## src/shared/crs_consts.vh

```
`ifndef CRS_CONSTS_VH
`define CRS_CONSTS_VH
`define CRS_DEV_ADDR       5'h1E
`define CRS_REG_RESET      16'h000E
`define CRS_REG_STATUS     16'h000F
`define CRS_REG_ERRTALLY   16'h0010
`define CRS_RESET_VAL      16'h0000
`define CRS_STATUS_RST     16'h0000
`define CRS_BIT_DATAPATH   3
`define CRS_BIT_TXCLR      2
`define CRS_BIT_RXCLR      1
`define CRS_BIT_RSV0       0
`define CRS_RSV_LO_MSB     7
`define CRS_RSV_LO_LSB     4
`define CRS_OP_ADDR        2'b00
`define CRS_OP_WRITE       2'b01
`define CRS_OP_READ        2'b11
`define CRS_OP_RDINC       2'b10
`endif

```

## src/verilog/crs_mdc_sync.v

```verilog
`timescale 1ns/1ns
// two-stage synchroniser plus rising edge detect on the second stage copy
module crs_mdc_sync (
  // clock and reset
  input  wire core_clk,
  input  wire sys_rst,
  // asynchronous input
  input  wire asyncIn,
  // synchronised level and rising edge
  output wire syncOut,
  output wire riseOut
);
  reg meta_ff;
  reg sync_ff;
  reg prev_ff;
  always @(posedge core_clk) begin
    if (sys_rst) begin
      meta_ff <= 1'b0;
      sync_ff <= 1'b0;
      prev_ff <= 1'b0;
    end else begin
      meta_ff <= asyncIn;
      sync_ff <= meta_ff;
      prev_ff <= sync_ff;
    end
  end
  assign syncOut = sync_ff;
  assign riseOut = sync_ff & ~prev_ff;
endmodule

```

## src/verilog/crs_mdio_slave.v

```verilog
`timescale 1ns/1ns
`include "crs_consts.vh"
// clause-45 style frame engine: shifts mdio on mdc rising edges and drives reads
module crs_mdio_slave (
  // clock and reset
  input  wire        core_clk,
  input  wire        sys_rst,
  // synchronised link
  input  wire        mdcRise,
  input  wire        mdioIn,
  output reg         mdioOut,
  output reg         mdioOe,
  // register access
  output reg         regWr,
  output reg  [15:0] regAddr,
  output reg  [15:0] regWdata,
  input  wire [15:0] regRdata,
  output reg         regRd
);
  localparam ST_IDLE = 2'd0;
  localparam ST_HEAD = 2'd1;
  localparam ST_DATA = 2'd2;
  reg [1:0]  state_ff;
  reg [5:0]  cnt_ff;
  reg [15:0] sh_ff;
  reg [1:0]  op_ff;
  reg        mine_ff;
  reg [15:0] rd_ff;
  reg [5:0]  preCnt_ff;
  always @(posedge core_clk) begin
    if (sys_rst) begin
      state_ff  <= ST_IDLE;
      cnt_ff    <= 6'h00;
      sh_ff     <= 16'h0000;
      op_ff     <= 2'b00;
      mine_ff   <= 1'b0;
      rd_ff     <= 16'h0000;
      preCnt_ff <= 6'h00;
      mdioOut   <= 1'b1;
      mdioOe    <= 1'b0;
      regWr     <= 1'b0;
      regRd     <= 1'b0;
      regAddr   <= 16'h0000;
      regWdata  <= 16'h0000;
    end else begin
      regWr <= 1'b0;
      regRd <= 1'b0;
      if (mdcRise) begin
        sh_ff <= {sh_ff[14:0], mdioIn};
        case (state_ff)
          ST_IDLE: begin
            mdioOe <= 1'b0;
            if (mdioIn)
              preCnt_ff <= (preCnt_ff == 6'h3F) ? preCnt_ff : preCnt_ff + 6'h01;
            else begin
              // start bit after preamble of at least 32 ones
              if (preCnt_ff >= 6'h20) begin
                state_ff <= ST_HEAD;
                cnt_ff   <= 6'h00;
              end
              preCnt_ff <= 6'h00;
            end
          end
          ST_HEAD: begin
            cnt_ff <= cnt_ff + 6'h01;
            // after st(1 left) op(2) prtad(5) devad(5) = 13 bits, ta follows
            if (cnt_ff == 6'h02)
              op_ff <= {sh_ff[0], mdioIn};
            if (cnt_ff == 6'h0C)
              mine_ff <= ({sh_ff[3:0], mdioIn} == `CRS_DEV_ADDR); // RQ9
            if (cnt_ff == 6'h0D && mine_ff && op_ff[1]) begin
              regRd <= 1'b1;
              rd_ff <= regRdata;
            end
            if (cnt_ff == 6'h0E) begin
              state_ff <= ST_DATA;
              cnt_ff   <= 6'h00;
              if (mine_ff && op_ff[1]) begin
                mdioOe  <= 1'b1;
                mdioOut <= rd_ff[15];
                rd_ff   <= {rd_ff[14:0], 1'b0};
              end
            end
          end
          ST_DATA: begin
            cnt_ff <= cnt_ff + 6'h01;
            if (mdioOe) begin
              mdioOut <= rd_ff[15];
              rd_ff   <= {rd_ff[14:0], 1'b0};
            end
            if (cnt_ff == 6'h0F) begin
              state_ff  <= ST_IDLE;
              mdioOe    <= 1'b0;
              preCnt_ff <= 6'h00;
              if (mine_ff) begin
                if (op_ff == `CRS_OP_ADDR)
                  regAddr <= {sh_ff[14:0], mdioIn};
                else if (op_ff == `CRS_OP_WRITE) begin
                  regWdata <= {sh_ff[14:0], mdioIn};
                  regWr    <= 1'b1;
                end else if (op_ff == `CRS_OP_RDINC)
                  regAddr <= regAddr + 16'h0001;
              end
            end
          end
          default: state_ff <= ST_IDLE;
        endcase
      end
    end
  end
endmodule

```

## src/verilog/crs_channel_regs.v

```verilog
`timescale 1ns/1ns
`include "crs_consts.vh"
// How it works
// (RQ1) each reset strobe clears itself on the next management clock cycle
// (RQ2) bit 3 resets all channel datapath logic but not the registers
// (RQ3) station issues datapath reset after configuring the functional mode
// (RQ4) bit 2 clears the transmit FIFO, only in plain 10G mode
// (RQ5) bit 1 clears the receive FIFO, only in plain 10G mode
// (RQ6) in backplane KR mode FIFOs self-centre; software clear not needed
// (RQ7) reset register bits 15:8 always read zero
// (RQ8) reset register sits at 0x000E and resets to 0x0000
// (RQ9) registers answer at management device address 0x1E
// (RQ10) read-only status register sits at 0x000F, reads 0x0000 after reset
// (RQ11) bit 15 shows test-pattern lock, valid only in 10G and KX modes
// (RQ12) test-pattern bit errors accumulate in the error tally at 0x10
// (RQ13) bit 14 reads zero when system lane alignment is achieved
// (RQ14) bit 13 reads one on line loss of signal
// (RQ15) bit 12 reads one once auto-zero calibration finished
// (RQ16) bits 7..4 report tx under/over, rx under/over; underflows n/a in KX
// (RQ17) bits 1 and 0 report system and line PLL lock
// (RQ18) bit 8 reports invalid code word or disparity error when decoding
// (RQ19) bit 11 reports gain loop lock, bit 10 line sync
// (RQ20) writing zero to a strobe does nothing; strobe reads zero after clearing
module crs_channel_regs (
  // clock and reset
  input  wire        core_clk,
  input  wire        sys_rst,
  // management link pins
  input  wire        mdcPin,
  input  wire        mdioPinIn,
  output wire        mdioPinOut,
  output wire        mdioPinOe,
  // mode selection
  input  wire        backplaneKrMode,
  input  wire        gigabitKxMode,
  // status conditions from the channel
  input  wire        patternLockFlag,
  input  wire        systemLaneAlignFlag,
  input  wire        lineSignalLost,
  input  wire        autozeroFinished,
  input  wire        gainLoopLocked,
  input  wire        lineSyncFlag,
  input  wire        badCodewordFlag,
  input  wire        decoderEnabled,
  input  wire        txUnderflow,
  input  wire        txOverflow,
  input  wire        rxUnderflow,
  input  wire        rxOverflow,
  input  wire        rxLinkOk,
  input  wire        txLinkOk,
  input  wire        systemSidePllLocked,
  input  wire        lineSidePllLocked,
  input  wire        patternBitError,
  // channel reset outputs
  output reg         datapathReset,
  output reg         txBufferClear,
  output reg         rxBufferClear,
  // error tally value
  output reg  [15:0] lineErrorTally
);
  wire        mdcSync;
  wire        mdcRise;
  wire        mdioSync;
  wire        regWr;
  wire        regRd;
  wire [15:0] regAddr;
  wire [15:0] regWdata;
  reg  [15:0] regRdata;
  reg  [3:1]  strobe_ff;
  reg  [3:0]  rsvLo_ff;
  reg         rsv0_ff;
  reg  [15:0] status_ff;
  reg         tallyClear_ff;
  reg  [15:0] nxt_status;

  // sampling of the asynchronous management pins
  crs_mdc_sync uMdc (
    .core_clk (core_clk),
    .sys_rst  (sys_rst),
    .asyncIn  (mdcPin),
    .syncOut  (mdcSync),
    .riseOut  (mdcRise)
  );
  crs_mdc_sync uMdio (
    .core_clk (core_clk),
    .sys_rst  (sys_rst),
    .asyncIn  (mdioPinIn),
    .syncOut  (mdioSync),
    .riseOut  ()
  );

  crs_mdio_slave uSlave (
    .core_clk (core_clk),
    .sys_rst  (sys_rst),
    .mdcRise  (mdcRise),
    .mdioIn   (mdioSync),
    .mdioOut  (mdioPinOut),
    .mdioOe   (mdioPinOe),
    .regWr    (regWr),
    .regAddr  (regAddr),
    .regWdata (regWdata),
    .regRdata (regRdata),
    .regRd    (regRd)
  );

  // reset register; strobes live for one mdc cycle
  always @(posedge core_clk) begin
    if (sys_rst) begin
      strobe_ff <= 3'b000; // RQ8
      rsvLo_ff  <= 4'h0;
      rsv0_ff   <= 1'b0;
    end else begin
      if (mdcRise)
        strobe_ff <= 3'b000; // RQ1
      if (regWr && regAddr == `CRS_REG_RESET) begin
        // zeros leave strobes alone
        strobe_ff <= strobe_ff | regWdata[`CRS_BIT_DATAPATH:`CRS_BIT_RXCLR]; // RQ20
        rsvLo_ff  <= regWdata[`CRS_RSV_LO_MSB:`CRS_RSV_LO_LSB];
        rsv0_ff   <= regWdata[`CRS_BIT_RSV0];
      end
    end
  end

  // outputs into the channel; register file itself never reset by these
  always @(posedge core_clk) begin
    if (sys_rst) begin
      datapathReset <= 1'b0;
      txBufferClear <= 1'b0;
      rxBufferClear <= 1'b0;
    end else begin
      datapathReset <= strobe_ff[`CRS_BIT_DATAPATH]; // RQ2
      // fifo clears only act in plain 10G mode; KR fifos self-centre
      txBufferClear <= strobe_ff[`CRS_BIT_TXCLR] & ~backplaneKrMode & ~gigabitKxMode; // RQ4 RQ6
      rxBufferClear <= strobe_ff[`CRS_BIT_RXCLR] & ~backplaneKrMode & ~gigabitKxMode; // RQ5 RQ6
    end
  end

  // status capture
  always @* begin
    nxt_status                = 16'h0000;
    nxt_status[15] = patternLockFlag & ~backplaneKrMode; // RQ11
    nxt_status[14] = ~systemLaneAlignFlag; // RQ13
    nxt_status[13] = lineSignalLost; // RQ14
    nxt_status[12] = autozeroFinished; // RQ15
    nxt_status[11] = gainLoopLocked; // RQ19
    nxt_status[10] = lineSyncFlag; // RQ19
    nxt_status[8]  = badCodewordFlag & decoderEnabled; // RQ18
    nxt_status[7]  = txUnderflow & ~gigabitKxMode; // RQ16
    nxt_status[6]  = txOverflow; // RQ16
    nxt_status[5]  = rxUnderflow & ~gigabitKxMode; // RQ16
    nxt_status[4]  = rxOverflow; // RQ16
    nxt_status[3]  = rxLinkOk;
    nxt_status[2]  = txLinkOk;
    nxt_status[1]  = systemSidePllLocked; // RQ17
    nxt_status[0]  = lineSidePllLocked; // RQ17
  end

  always @(posedge core_clk) begin
    if (sys_rst)
      status_ff <= `CRS_STATUS_RST; // RQ10
    else
      status_ff <= nxt_status;
  end

  // error tally, cleared on read, saturating; an error in the clearing cycle counts
  always @(posedge core_clk) begin
    if (sys_rst) begin
      lineErrorTally <= 16'h0000;
      tallyClear_ff  <= 1'b0;
    end else begin
      tallyClear_ff <= regRd && regAddr == `CRS_REG_ERRTALLY;
      if (tallyClear_ff)
        lineErrorTally <= {15'h0000, patternBitError & status_ff[15]};
      else if (patternBitError && status_ff[15] && lineErrorTally != 16'hFFFF)
        lineErrorTally <= lineErrorTally + 16'h0001; // RQ12
    end
  end

  // read mux, only device 0x1E frames reach here
  always @* begin
    if (regAddr == `CRS_REG_RESET) // RQ8
      regRdata = {8'h00, rsvLo_ff, strobe_ff, rsv0_ff}; // RQ7 RQ20
    else if (regAddr == `CRS_REG_STATUS)
      regRdata = status_ff; // RQ10
    else if (regAddr == `CRS_REG_ERRTALLY)
      regRdata = lineErrorTally; // RQ12
    else
      regRdata = 16'h0000;
  end
endmodule

```

## config.mk

```make
export PLATFORM = sky130hd
export DESIGN_NAME = crs_channel_regs
export DESIGN_NICKNAME = d
export VERILOG_FILES = /design/src/verilog/crs_mdc_sync.v /design/src/verilog/crs_mdio_slave.v /design/src/verilog/crs_channel_regs.v
export VERILOG_INCLUDE_DIRS = /design/src /design/src/shared
export SDC_FILE = /design/constraint.sdc
export NUM_CORES = 1
export LEC_CHECK = 0
export ABC_AREA = 1
export BUFFER_PORTS_ARGS = -buffer_cell sky130_fd_sc_hd__buf_2
export CAP_MARGIN = 20
export CORE_MARGIN = 2
export CORE_UTILIZATION = 30
export DETAILED_ROUTE_END_ITERATION = 7
export SETUP_SLACK_MARGIN = 0.1
export SLEW_MARGIN = 30
export SYNTH_ARGS = -nofsm -noshare
export SYNTH_HDL_FRONTEND = slang
export SYNTH_SLANG_ARGS = --single-unit
```

## constraint.sdc

```tcl
create_clock -name core_clk -period 1.6 [get_ports core_clk]
set_clock_uncertainty 0.15 [all_clocks]
set_input_delay 0.08 -clock core_clk [delete_from_list [all_inputs] [get_ports core_clk]]
set_output_delay 0.08 -clock core_clk [all_outputs]
set_load 0.05 [all_outputs]
```

# Yosys cells after proc, flatten, opt, wreduce, memory -nomap -nowiden
# Index checks and enable logic that the tools add are counted.
# Widths: inputs -> output; s select.
[totals]
reg_bits = 125
out_inout_bits = 21
[classes]
addsub = 4
order_cmp = 1
eq_ne = 23
n_mux = 38
n_bitwise = 21
n_reduce_logical = 28
[ops]
columns = ["cell", "count"]
rows = [
  ["$mux 16", 10],
  ["$mux 6", 6],
  ["$add 16x1->16 const B", 2],
  ["$eq 16x4->1 const B", 2],
  ["$pmux 16 s2", 1],
  ["$eq 6x4->1 const B", 4],
  ["$pmux 6 s3", 1],
  ["$eq 16x5->1 const B", 1],
  ["$ne 16x16->1 const B", 1],
  ["$reduce_and 5->1", 3],
  ["$add 6x1->6 const B", 2],
  ["$ne 2x1->1 const B", 6],
  ["$pmux 6 s2", 1],
  ["$reduce_and 6->1", 2],
  ["$and 1x1->1", 10],
  ["$mux 1", 10],
  ["$not 1->1", 10],
  ["$reduce_bool 2->1", 5],
  ["$reduce_and 3->1", 3],
  ["$mux 2", 4],
  ["$reduce_and 4->1", 2],
  ["$logic_and 1x1->1", 7],
  ["$eq 6x2->1 const B", 1],
  ["$eq 6x6->1 const B", 1],
  ["other kinds (16)", 20],
]

# Longest topological paths before layout
# Gate-level depths: netlist of run 1.
[logic_depth]
depth_word = 8
mapped_depth = 14
ltp_nobuf = 14

# Modules after synthesis
# A second synthesis of run 1 with hierarchy kept.
[hier_totals]
cells_unflattened = 1030
hier_area_um2 = 6879.1
[modules_own_cells]
columns = ["mod", "instances", "cells_each", "area_each_um2"]
rows = [
  ["crs_mdio_slave", 1, 655, 4367.9],
  ["crs_channel_regs", 1, 355, 2338.5],
  ["crs_mdc_sync", 2, 10, 86.3],
]

# Least setup slack after synthesis of run 1
# No wires, ideal clock.
[synth_timing]
path_kind = "reg-to-reg"
from = "register lineErrorTally[1]"
to = "register lineErrorTally[9]"
t_arrival_ps = 1810
required_time_ps = 1332
path_slack_ps = -478
stages_incl_launch_ff = 12
synth_period_minus_slack_ps = 2078
cell_sequence = "dfxtp_1 ha_1 nand3_1 nor3_1 nand3_1 nand2_1 buf_2 nor2_1 nand2_1 o21ai_0 nand2_1 nor2_1"
[synth_via]
elab_chain_cells = 2
word_cells_on_any_way = 3
[synth_rtl]
columns = ["item", "line_no", "text"]
rows = [
  ["from (decl)", "crs_channel_regs.v:59", "output reg [15:0] lineErrorTally"],
  ["from (signal assigned)", "crs_channel_regs.v:173", "lineErrorTally <= {15'h0000, patternBitError & status_ff[15]};"],
  ["from (signal assigned)", "crs_channel_regs.v:175", "lineErrorTally <= lineErrorTally + 16'h0001;"],
  ["parallel branches: the longest is 2 deep, another holds $add 16x1->16", "--", ""],
]
# Parallel ways; which one is timed is not known.
# A chain may end at the register's enable or synchronous reset.

# Final worst setup path of run 1
[layout_timing]
from = "register uSlave.regAddr[0]"
to = "register strobe_ff[1] in the netlist's numbering"
[layout_via]
elab_chain_cells = 3
word_cells_on_any_way = 4
[layout_rtl]
columns = ["item", "line_no", "text"]
rows = [
  ["from (decl)", "crs_mdio_slave.v:15", "output reg [15:0] regAddr,"],
  ["from (signal assigned)", "crs_mdio_slave.v:97", "regAddr <= {sh_ff[14:0], mdioIn};"],
  ["from (signal assigned)", "crs_mdio_slave.v:102", "regAddr <= regAddr + 16'h0001;"],
  ["$eq 16x4->1 (no line) (*)", "--", ""],
  ["$logic_and 1x1->1 (no line) (*)", "--", ""],
  ["$mux 3 or $reduce_bool 2->1 (tied branches)", "--", ""],
  ["to (signal assigned)", "crs_channel_regs.v:117", "strobe_ff <= strobe_ff | regWdata[`CRS_BIT_DATAPATH:`CRS_BIT_RXCLR];"],
  ["to (decl)", "crs_channel_regs.v:69", "reg [3:1] strobe_ff;"],
]
# Every way passes the cells marked *; elsewhere a longest branch is shown, timed or not.

==> results of run 1 <==
-- routing by layer --
| layer | global-route usage, % | routed length (µm) | vias up |
|---|---|---|---|
| met1 | 21.90 | 8616 | 3091 |
| met4 | 6.202 | 442 | 0 |
| met5 | 0 | 0 | - |
| met3 | 3.602 | 693 | 31 |
| met2 | 29.62 | 9303 | 127 |
| li1 | - | - | 3326 |
-- registers in the layout (all words and copies together) (netlist names), 2 cells and up --
name,count
lineErrorTally,16
uSlave.rd_ff,16
uSlave.regAddr,16
status_ff,15
uSlave.sh_ff,15
uSlave.regWdata,8
uSlave.cnt_ff,6
uSlave.preCnt_ff,6
rsvLo_ff,4
strobe_ff,3
uSlave.op_ff,2
uSlave.state_ff,2
-- worst max path at each step --
| stage | endpoint | slack [ns] | cells past startpoint |
|---|---|---|---|
| global route | uSlave.rd_ff[5] | -0.30 | 15 |
| global placement | uSlave.rd_ff[7] | -0.13 | 12 |
| finish | strobe_ff[1] | -0.19 | 11 |
| detailed placement | uSlave.rd_ff[5] | -0.15 | 14 |
| floorplan | lineErrorTally[9] | -0.07 | 11 |
| CTS | uSlave.rd_ff[3] | -0.12 | 9 |
-- timing repair --
action | in CTS | in global routing
pin swaps | 50 | 59
endpoints found under the hold margin | 20 | 1
resized for setup | 177 | 129
hold buffers | 26 | 1
buffers inserted | 18 | 14
gates cloned | 6 | 1
endpoints found under the setup margin | 81 | 88
-- cell families after synthesis --
kind of cell | count (synthesis) | synth area share (%)
compound gates | 198 | 16.81
xor+xnor | 9 | 1.287
buf+inv | 166 | 10.87
simple gates | 393 | 27.66
fa+ha+maj | 14 | 2.860
flops | 124 | 40.52
-- power by group --
part / switching (W) / internal, W
Clock: 0.00150 / 0.00265
Combinational: 0.000200 / 0.000151
Sequential: 0.0000304 / 0.00312
Total: 0.00173 / 0.00592
-- through the flow --
step	setup WS (ns)	TNS (ns)	hold WS, ns
floorplan	-0.06537	-0.3400	-0.003310
global placement	-0.1291	-3.022	0.08203
detailed placement	-0.1498	-4.249	0.08483
CTS	-0.1186	-2.487	0.01827
global route	-0.2968	-11.79	0.08774
finish	-0.1941	-5.883	0.05623
-- cell usage after synthesis, types with 6 or more instances --
master,count,area share (%)
sky130_fd_sc_hd__nand2_1,162,9.9
sky130_fd_sc_hd__dfxtp_1,124,41
sky130_fd_sc_hd__nor2_1,124,7.6
sky130_fd_sc_hd__inv_1,122,7.5
sky130_fd_sc_hd__a21oi_1,93,7.6
sky130_fd_sc_hd__o21ai_0,76,6.2
sky130_fd_sc_hd__nand3_1,49,4.0
sky130_fd_sc_hd__nor3_1,24,2.0
sky130_fd_sc_hd__clkbuf_1,18,1.1
sky130_fd_sc_hd__ha_1,14,2.9
sky130_fd_sc_hd__o21ai_1,14,1.1
sky130_fd_sc_hd__nand4_1,12,1.2
sky130_fd_sc_hd__buf_2,10,0.82
sky130_fd_sc_hd__inv_2,10,0.61
sky130_fd_sc_hd__xor2_1,9,1.3
sky130_fd_sc_hd__a211oi_1,6,0.74
-- worst max-delay path: stages (launching register included) --
cell	delay, ns
sky130_fd_sc_hd__dfxtp_4	0.37
sky130_fd_sc_hd__inv_6	0.08
sky130_fd_sc_hd__buf_6	0.10
sky130_fd_sc_hd__ha_4	0.13
sky130_fd_sc_hd__inv_4	0.04
sky130_fd_sc_hd__nor2_4	0.09
sky130_fd_sc_hd__nand3_4	0.13
sky130_fd_sc_hd__nor2_4	0.16
sky130_fd_sc_hd__clkinvlp_4	0.12
sky130_fd_sc_hd__buf_12	0.14
sky130_fd_sc_hd__buf_4	0.13
sky130_fd_sc_hd__a21oi_2	0.09
-- cell type report --
cell class	instances	share of cell area, %
Tap cell	270	3.440
Clock buffer	18	4.472
Multi-Input combinational cell	617	41.12
Clock inverter	14	1.937
Timing Repair inverter	2	0.2803
Inverter	132	5.645
Timing Repair Buffer	204	17.11
Sequential cell	124	25.99
==> results by stage, run 1 <==
Run status:
- The run finished, with violations left.
- The final reports fail on setup timing.

STA:
- The final setup violation count is 63.
- The tightest slew margin relative to the limit is 75.39%.
- The post-layout minimum cycle time is 1.794 ns.
- The final number of hold-violating endpoints is 0.
- The number of max-slew violations in the final report is 0.
- Static timing analysis puts the maximum clock frequency at 557.4 MHz.
- The actual transition at the worst max-transition pin is 0.3688 ns.
- The post-route fraction of the period consumed by the critical path is 112.1%.
- The post-layout worst setup margin is -0.1941 ns.
- Setup repair after global routing could not meet its margin everywhere.

Synth:
- The average cell area after synthesis is 6.776 µm².
- The count of flip-flops with a built-in enable after synthesis is 0.
- Among all flip-flop cells after synthesis, the most frequent one is sky130_fd_sc_hd__dfxtp_1.
- The number of distinct library cells after synthesis is 36.
- The cell count after synthesis is 904.
- The Yosys warning count is 0.
- The share of flip-flops with an asynchronous set or reset after synthesis is 0%.
- The number of nets handed over by synthesis was 941.
- The register area share after synthesis is 40.52%.
- The cell area after synthesis is 6126 µm².
- The number of register bits inferred by synthesis is 124.

Floorplan:
- The placeable core region is 20100 µm².
- The initial cell density of the core is 30.47%.
- The I/O pin count is 44.
- The die area is 21580 µm².
- The number of rows created at floorplan is 52.
- The floorplan die height is 146.9 µm.
- The die span in x is 146.9 µm.

Drt:
- For this block, the routed nets add up to 19060 µm of wire.
- The antenna violation net count after detailed routing is 0.
- Dividing the detail-routed via count by the number of cells gives 4.761.
- The first routing iteration left 420 violations.
- Dividing the detail-routed wire length by the instance count gives 13.80 µm.
- The first TritonRoute pass finished after 5 iterations.
- The total vias in the final route is 6575.
- After detailed routing, the number of remaining DRC violations is 0.

Placed design:
- The cell count after placement is 1288.
- The detailed-placement wirelength estimate is 12040 µm.
- The area of placed instances is 7650 µm².
- Port buffering added 43 buffers.
- The congestion estimate from routability-driven global placement came to 0.8343.

Global route:
- The pin count of the biggest net entering global routing is 52.
- The initial antenna violation count was 0.
- The number of global-route vias before repair is 6255.
- The total grt overflow is 0.
- The global-route wire length before repair is 30410 µm.
- The overall fraction of global-route tracks in use is 17.40%.

Worst setup path:
- The worst setup path startpoint is uSlave.regAddr[0].
- The reg2reg setup slack is -0.19 ns.
- The worst-case reg-to-reg path depth is 11.
- The worst-path maximum fanout is 7.
- STA puts the critical path data arrival time at 2.01 ns.
- The category of the worst setup path capture point is a register.
- The endpoint identified for the worst register-to-register timing path is strobe_ff[1].
- The worst setup path is launched from a register.
- Data on the critical path is required at its endpoint by 1.82 ns.
- The worst flop-to-flop path startpoint is uSlave.regAddr[0].
- The critical path class is reg -> reg.

Hold path:
- The worst-case hold path end point is lineErrorTally[0].
- The startpoint identified for the worst hold timing path is patternBitError.
- The worst hold path belongs to the class in -> reg.
- The count of cells along the worst hold path is 6.

Clocking:
- Clock tree synthesis inserted a total of 17 buffers.
- The clock passes through at most 2 buffers.
- The clock drives 124 sinks.
- The buffer cell driving the clock tree root is sky130_fd_sc_hd__clkbuf_16.
- TritonCTS built the clock tree.
- Clock-pin slew was measured on the worst setup and hold paths at 0.06 ns.
- CTS built an H-tree with a depth of 4.
- The clock insertion delay at the later pin of the skew report is 0.43 ns.

Layout:
- 0 antenna diodes ended up in the layout.
- Summing all multi-input logic gate instances after layout gives 4038 µm².
- The area growth from synthesis to layout is 60.29%.
- The number of non-filler instances in the completed layout is 1381.
- The ratio of cells with drive above 1 in the final layout is 42.12%.
- In the layout the commonest cells are 116 x sky130_fd_sc_hd__nand2_1, 101 x sky130_fd_sc_hd__inv_1, 94 x sky130_fd_sc_hd__buf_4, 91 x sky130_fd_sc_hd__nor2_1, 90 x sky130_fd_sc_hd__dfxtp_1.
- The register area is 2552 µm².
- Summing all non-filler instances in the final layout gives an area of 9819 µm².
- The utilization after layout is 48.84%.
- The final net count is 1135.
- Leaving out fill and tap cells, the most frequent cell in the layout is sky130_fd_sc_hd__nand2_1.
- The filler cells instantiated in the layout total 1860.

Run:
- The number of maximum-capacitance violations is 0.

Pwr:
- The reported leakage power is 4.044 nW.
- The worst supply voltage drop on vdd is 0.6587 mV.
- The cell area power density is 779.3 nW/µm².
- The total power after layout is 0.007652 W.
Power figures use the tool's default switching activity.
==> inputs of run 2 (changes only) <==
Settings changed: SYNTH_HIERARCHICAL set to 1.
==> run 2 against run 1 <==
Compared with the run above: largest power group unchanged; wire length increased by 13%; highest routed layer unchanged; cell count increased by 9.1%; clock power increased by 3%; setup slack got worse by 0.097 ns; critical path type unchanged; core utilization about the same; the run still ends with setup timing left; final area increased by 7.8%.
==> results by stage, run 2 <==
STA:
- Derived from the worst setup path, the maximum achievable clock frequency is 528.9 MHz.
- The tightest slew margin relative to the limit is 62.99%.
- Dividing the final minimum period by the clock period gives 118.2%.
- The final number of hold-violating endpoints came to 0.
- The actual transition at the worst max-transition pin is 0.5533 ns.
- After layout, the worst setup slack is -0.2907 ns.
- The number of max-slew violations in the final report was 0.
- Setup violations remaining at the end of the flow were counted as 37.
- After layout, the minimum clock period comes to 1.891 ns.
- Setup repair after global routing could not meet its margin everywhere.
- The worst hold slack is 0.01904 ns.

Layout:
- The final layout contains 1251 nets.
- The area of the multi-input gates is 4433 µm².
- The most common cell after layout, fill and taps aside is sky130_fd_sc_hd__nand2_1.
- The register area is 2565 µm².
- The number of diodes is 0.
- The count of filler cells inserted in the layout is 1992.
- In the layout the commonest cells are 196 x sky130_fd_sc_hd__nand2_1, 124 x sky130_fd_sc_hd__inv_1, 105 x sky130_fd_sc_hd__buf_4, 88 x sky130_fd_sc_hd__dfxtp_1, 76 x sky130_fd_sc_hd__nor2_1.
- The area growth from synthesis to layout is 60.65%.
- The post-route netlist has 41.65% of its cells at a drive strength greater than 1.
- In the final layout, the registers with the most flip-flops are lineErrorTally (16), uSlave/rd_ff (16), uSlave/regAddr (16).
- After the flow finishes, the layout carries non-filler instances totaling 1507.

Clocking:
- CTS saw 124 sinks.
- The clock tree from TritonCTS is built.
- The clock-pin slew on the worst setup and hold paths is 0.06 ns.
- In this run the deepest clock path goes through 2 buffers.
- Clock tree synthesis inserted a total of 17 buffers.
- The clock tree synthesis step divided the H-tree into 4 levels.
- The tree is rooted in a sky130_fd_sc_hd__clkbuf_16.
- The clock insertion delay at the later pin of the skew report is 0.43 ns.

Placed design:
- Counting tap cells, the placed design contains a total of 1384 instances.
- At the end of routability-driven placement, the weighted congestion stood at 0.8424.
- Buffers placed on the I/O ports in this run total 43.
- At the placement stage, the worst setup path has a slack of -0.2533 ns.
- The HPWL after detailed placement is 12720 µm.

Worst setup path:
- The critical path in this run is classified as reg -> reg.
- The setup check on the worst reg-to-reg path leaves a slack of -0.29 ns.
- The startpoint type of the worst setup path is a register.
- In this run the critical register-to-register path is captured at uSlave/rd_ff[1].
- The worst setup path is captured at a register.
- For the worst setup path, the data required time is 1.78 ns.
- Data arrives at the worst endpoint at 2.07 ns.
- In this run the critical register-to-register path is launched from uSlave/regAddr[8].
- Along the worst path, the maximum fanout reaches 7.
- The worst-case reg-to-reg path depth is 14.

Global route:
- The pin count of the biggest net entering global routing is 53.
- Across every metal layer, demand over resource in global routing totals 17.24%.
- The number of global-route vias before repair is 6813.
- The initial antenna violation count is 0.
- The total grt overflow is 0.
- The global-route wire length before repair is 33040 µm.

Hold path:
- The class of the most critical hold timing path is in -> reg.
- The worst-case hold path end point is uSlave/rd_ff[0].
- The worst hold path was traced through 5 stages.
- The startpoint identified for the worst hold timing path is sys_rst.

Drt:
- In the routed layout, each cell is associated on average with a via count of 4.789.
- For this block, the initial DRC count from the detailed router was 470.
- For this run, the detailed router's first-pass iteration total came to 5.
- Summed over all layers, the routed wires come to 21470 µm.
- In the routed design, unresolved DRC markers number 0.
- In the final routed layout, each cell accounts on average for 14.24 µm.
- The routed layout has 7217 vias.
- The detail route stage leaves a number of antenna-violating nets equal to 0.

Floorplan:
- The initialized floorplan defines 54 standard-cell rows.
- The core region is 21690 µm².
- The floorplan die height is 152.2 µm.
- For this configuration, the core starts out at a cell density of 30.38%.
- The die span in x is 152.2 µm.
- The die area is 23160 µm².
- The I/O pin count is 44.

Pwr:
- In this run the static leakage power is 4.482 nW.
- Across the VDD grid, the largest voltage drop is 0.7258 mV.
- The cell area power density is 737.1 nW/µm².

Synth:
- After synthesis the cells add up to 6589 µm².
- The average cell area after synthesis is 6.609 µm².
- The cell count after synthesis is 997.
- The net count after synthesis is 1033.
- Yosys printed 6 warnings.

Run status:
- The flow ran to the end, but the final reports show violations.
- The final reports fail on setup timing.

Run:
- The tool flagged a number of max-cap violations equal to 0.
==> run 2: changes by cell type in the layout (fill, tap and decap cells not counted), moves of 15 or more <==
| cell | before | now |
|---|---|---|
| sky130_fd_sc_hd__a21oi_1 | 70 | 42 |
| sky130_fd_sc_hd__nor2_1 | 91 | 76 |
| sky130_fd_sc_hd__nand2_1 | 116 | 196 |
| sky130_fd_sc_hd__inv_1 | 101 | 124 |
| sky130_fd_sc_hd__nand3_2 | 13 | 28 |
| sky130_fd_sc_hd__a21oi_2 | 22 | 42 |
| sky130_fd_sc_hd__nand3_1 | 31 | 48 |
==> run 2: repair_timing <==
item / in CTS / in global routing
endpoints found under the setup margin: 82 / 85
gates cloned: 6 / 2
hold buffers: 29 / 0
pin swaps: 49 / 100
buffers inserted: 29 / 29
hold endpoints to repair: 27 / 0
gates resized for setup: 139 / 182
==> run 2: power by group <==
part           internal (W)  switching, W  total, W
sequential          0.00311     0.0000300   0.00314
combinational      0.000176      0.000218  0.000394
clock               0.00280       0.00146   0.00427
==> run 2: final cells by class <==
type / instances / area share [%]
clock buffer: 23 / 5.024
clock inverter: 8 / 1.182
inverter: 147 / 5.520
multi-input combinational: 695 / 41.88
sequential: 124 / 24.23
tap: 280 / 3.310
timing repair buffer: 229 / 18.77
timing repair inverter: 1 / 0.08274
==> run 2: routing by layer <==
layer  up-vias  share of wire, %  track usage (%)
met3        30               4.6            3.953
met1      3386                44            21.41
li1       3632                 -                -
met2       169                50            29.41
met4         0               1.9            5.964
met5         -                 0                0
==> run 2: through the flow <==
step	power [W]	TNS (ns)	area, µm²	utilization (%)
2_1_floorplan	0.003371	-0.9154	6756	-
3_3_place_gp	0.003486	-4.302	7931	36.57
3_5_place_dp	0.003488	-5.830	7931	36.57
4_1_cts	0.007822	-3.891	9702	44.73
5_1_grt	0.008047	-9.046	10590	48.81
6_report	0.007803	-4.182	10590	48.81
==> run 2: worst max path at each step <==
stage                  endpoint  slack [ns]                from  cells after the start
3_5_place_dp   uSlave/rd_ff[15]       -0.25  uSlave/regAddr[12]                     12
5_1_grt         uSlave/rd_ff[4]       -0.40   uSlave/regAddr[8]                     15
4_1_cts         uSlave/rd_ff[7]       -0.24  uSlave/regAddr[11]                     13
2_1_floorplan   uSlave/rd_ff[4]       -0.13  uSlave/regAddr[12]                     14
3_3_place_gp    uSlave/rd_ff[4]       -0.21  uSlave/regAddr[12]                     14
6_report        uSlave/rd_ff[1]       -0.29   uSlave/regAddr[8]                     14
==> run 2: worst max-delay path: stages (launching register included) <==
cell and delay [ns]:
sky130_fd_sc_hd__dfxtp_2 0.32, sky130_fd_sc_hd__nor2_2 0.12, sky130_fd_sc_hd__nand2_2 0.08, sky130_fd_sc_hd__nor2_4 0.21, sky130_fd_sc_hd__buf_12 0.17, sky130_fd_sc_hd__buf_4 0.12, sky130_fd_sc_hd__nand4_1 0.12, sky130_fd_sc_hd__nand3_2 0.09
sky130_fd_sc_hd__nand2_1 0.05, sky130_fd_sc_hd__nand2_1 0.06, sky130_fd_sc_hd__nand2_1 0.04, sky130_fd_sc_hd__nand2_1 0.05, sky130_fd_sc_hd__nand2_1 0.05, sky130_fd_sc_hd__o21ai_1 0.11, sky130_fd_sc_hd__inv_1 0.05
==> inputs of run 3 (changes only) <==
Settings changed: RECOVER_POWER set to 25.
==> run 3 against run 2 <==
Compared with the run above: the flow still finishes with violations (setup timing); wire length decreased by 0.25%; cell count unchanged; combinational power decreased by 2%; setup slack improved by 0.013 ns; final area decreased by 0.18%; sequential power about the same; critical path type unchanged; critical endpoint unchanged; largest power group unchanged.
==> results by stage, run 3 (same netlist as run 2, synthesis figures left out) <==
Worst setup path:
- The worst flop-to-flop path startpoint is uSlave/regAddr[8].
- Data on the critical path is required at its endpoint by 1.78 ns.
- The critical path is of the reg -> reg type.
- The worst-path maximum fanout is 7.
- The worst flop-to-flop path endpoint is uSlave/rd_ff[1].
- The most numerous cell type found on the critical path is sky130_fd_sc_hd__nand2_1.
- Broken down by cell family, the worst path's largest delay share belongs to simple AND/OR/NAND/NOR gates.
- The worst setup path is launched from a register.
- The data arrival time at the worst-slack endpoint is 2.05 ns.
- Together, buffers and inverters on the worst path number 3.
- The signal on the critical path passes through nor2_2 -> nand2_2 -> nor2_4 -> buf_12 -> buf_4 -> nand4_1 -> nand3_2 -> nand2_1 -> nand2_1 -> nand2_1 -> nand2_1 -> nand2_1 -> o21ai_1 -> inv_1.
- The cell type of the slowest stage on the worst timing path is sky130_fd_sc_hd__dfxtp_2.
- The setup check on the worst reg-to-reg path leaves a slack of -0.28 ns.
- For the worst flop-to-flop path, the logic depth is 14.
- The delay of the slowest cell on the worst path is 0.32 ns.
- The worst setup path is captured at a register.

Run:
- The number of maximum-capacitance violations is 0.

Layout:
- The area of the multi-input gates is 4433 µm².
- The number of diodes is 0.
- After the flow finishes, the layout carries non-filler instances totaling 1507.
- The largest registers in the layout are lineErrorTally (16), uSlave/rd_ff (16), uSlave/regAddr (16).
- The final net count is 1251.
- The most common cell after layout, fill and taps aside is sky130_fd_sc_hd__nand2_1.
- The area growth from synthesis to layout is 60.37%.
- Of the cells placed in the final design, the portion with a size suffix greater than 1 is 41.32%.
- In the layout the commonest cells are 196 x sky130_fd_sc_hd__nand2_1, 125 x sky130_fd_sc_hd__inv_1, 104 x sky130_fd_sc_hd__buf_4, 88 x sky130_fd_sc_hd__dfxtp_1, 76 x sky130_fd_sc_hd__nor2_1.
- The count of filler cells inserted in the layout is 1996.
- The register area is 2565 µm².

Clocking:
- TritonCTS built the clock tree.
- The clock insertion delay at the later pin of the skew report is 0.43 ns.
- The number of sinks on the clock net is 124.
- The H-tree generated during clock tree synthesis spans 4 levels.
- CTS placed an instance of sky130_fd_sc_hd__clkbuf_16 at the clock tree root.
- The maximum buffer depth of the clock tree is 2.
- After clock tree synthesis, the clock-pin slew on the worst setup and hold paths is 0.06 ns.
- Counting the buffers created by CTS gives 17.

Pwr:
- Summing internal, switching and leakage power gives 0.007793 W.
- The analysis attributes to cell leakage a power of 4.468 nW.
- Dividing total power by cell area gives a power density of 737.5 nW/µm².
- The worst supply voltage drop on vdd is 0.7254 mV.

Global route:
- Global routing consumed, over all layers together, 17.24% of the routing resources.
- The pin count of the biggest net entering global routing is 53.
- The initial antenna violation count is 0.
- The number of global-route vias before repair is 6813.
- Summed over all layers, the global routing overflow is 0.
- The global-route wire length before repair is 33040 µm.

STA:
- In the post-route analysis, the smallest setup slack over all paths is -0.2774 ns.
- The post-layout minimum cycle time is 1.877 ns.
- Setup repair after global routing could not meet its margin everywhere.
- The final critical path takes up 117.3% of the cycle.
- The tightest slew margin relative to the limit is 56.50%.
- The number of max-slew violations in the final report was 0.
- The final setup violation count is 41.
- The final number of hold-violating endpoints was 0.
- At the pin with the least slew margin, the transition time is 0.6525 ns.
- The fmax is 532.6 MHz.

Floorplan:
- The die span in x is 152.2 µm.
- The number of rows created at floorplan is 54.
- The I/O pin count is 44.
- The die area is 23160 µm².
- The core region is 21690 µm².
- The floorplan die height is 152.2 µm.
- The initial cell density of the core is 30.38%.

Run status:
- The final reports fail on setup timing.
- The run finished, with violations left.

Drt:
- The post-detailed-route DRC marker count is 0.
- The first routing iteration left 462 violations.
- The sum of routed wire length over all layers is 21410 µm.
- For this block, the via count after detailed routing is 7222.
- In the final routed layout, each cell accounts on average for 14.21 µm.
- The number of detailed-routing iterations run before antenna repair is 4.
- The antenna violation net count after detailed routing is 0.
- The mean number of vias per cell is 4.792.

Hold path:
- The worst hold path passes through 5 cells.
- In this run the worst hold path is classified as in -> reg.
- The worst hold path begins at sys_rst.
- The worst hold path terminates at uSlave/regAddr[10].

Placed design:
- The cell count after placement is 1384.
- The count of buffers inserted at the top-level ports is 43.
- The congestion estimate from routability-driven global placement came to 0.8424.
- Once detailed placement completed, the half-perimeter wirelength came to 12720 µm.
==> run 3: cell types whose count changed in the layout (fill, tap and decap cells not counted) <==
cell,before,now
sky130_fd_sc_hd__inv_1,124,125
sky130_fd_sc_hd__inv_2,15,14
sky130_fd_sc_hd__clkbuf_4,0,1
sky130_fd_sc_hd__buf_4,105,104
sky130_fd_sc_hd__buf_12,11,10
sky130_fd_sc_hd__buf_2,44,42
sky130_fd_sc_hd__clkbuf_1,1,4
==> run 3: final cells by class <==
class | instances | area share, %
multi-input cells | 695 | 41.95
inverters | 147 | 5.530
well taps | 280 | 3.316
clock buffers | 23 | 5.033
repair inverters | 1 | 0.08289
flip-flops and latches | 124 | 24.27
repair buffers | 229 | 18.63
clock inverters | 8 | 1.184
==> run 3: where the power goes <==
group | switching [W] | internal [W] | total (W)
clock network | 0.00146 | 0.00280 | 0.00426
registers | 0.0000297 | 0.00311 | 0.00314
logic | 0.000217 | 0.000170 | 0.000388
total | 0.00171 | 0.00609 | 0.00779
==> run 3: worst min-delay path, delay by kind of cell <==
kind,cells,cell delay (ns)
simple gates,2,0.12
buf+inv,3,0.49
==> run 3: layer usage <==
metal | track usage (%) | wire, µm | vias to the layer above
li1 | - | - | 3631
met1 | 21.41 | 9354 | 3408
met2 | 29.41 | 10760 | 155
met3 | 3.953 | 918 | 28
met4 | 5.964 | 377 | 0
met5 | 0 | 0 | -
==> run 3: how the worst max path moves through the flow <==
stage,from,slack [ns],cells past startpoint,end
global route,uSlave/regAddr[8],-0.40,15,uSlave/rd_ff[4]
detailed placement,uSlave/regAddr[12],-0.25,12,uSlave/rd_ff[15]
finish,uSlave/regAddr[8],-0.28,14,uSlave/rd_ff[1]
global placement,uSlave/regAddr[12],-0.21,14,uSlave/rd_ff[4]
floorplan,uSlave/regAddr[12],-0.13,14,uSlave/rd_ff[4]
CTS,uSlave/regAddr[11],-0.24,13,uSlave/rd_ff[7]
==> run 3: stage by stage <==
stage          setup slack [ns]  hold slack [ns]  cell area (µm²)  setup TNS, ns  util [%]
2_1_floorplan           -0.1252         0.001176             6756        -0.9154         -
3_3_place_gp            -0.2139           0.1122             7931         -4.302     36.57
3_5_place_dp            -0.2533           0.1147             7931         -5.830     36.57
4_1_cts                 -0.2390          0.02002             9702         -3.891     44.73
5_1_grt                 -0.3966           0.2028            10570         -9.510     48.72
6_report                -0.2774           0.1706            10570         -4.341     48.72
==> run 3: repair_timing <==
item / 4_1_cts / 5_1_grt
endpoints found under the hold margin: 27 / 0
endpoints found under the setup margin: 82 / 85
hold buffers: 29 / 0
gates cloned: 6 / 2
resized for setup: 139 / 182
pin swaps: 49 / 100
setup buffers: 29 / 29
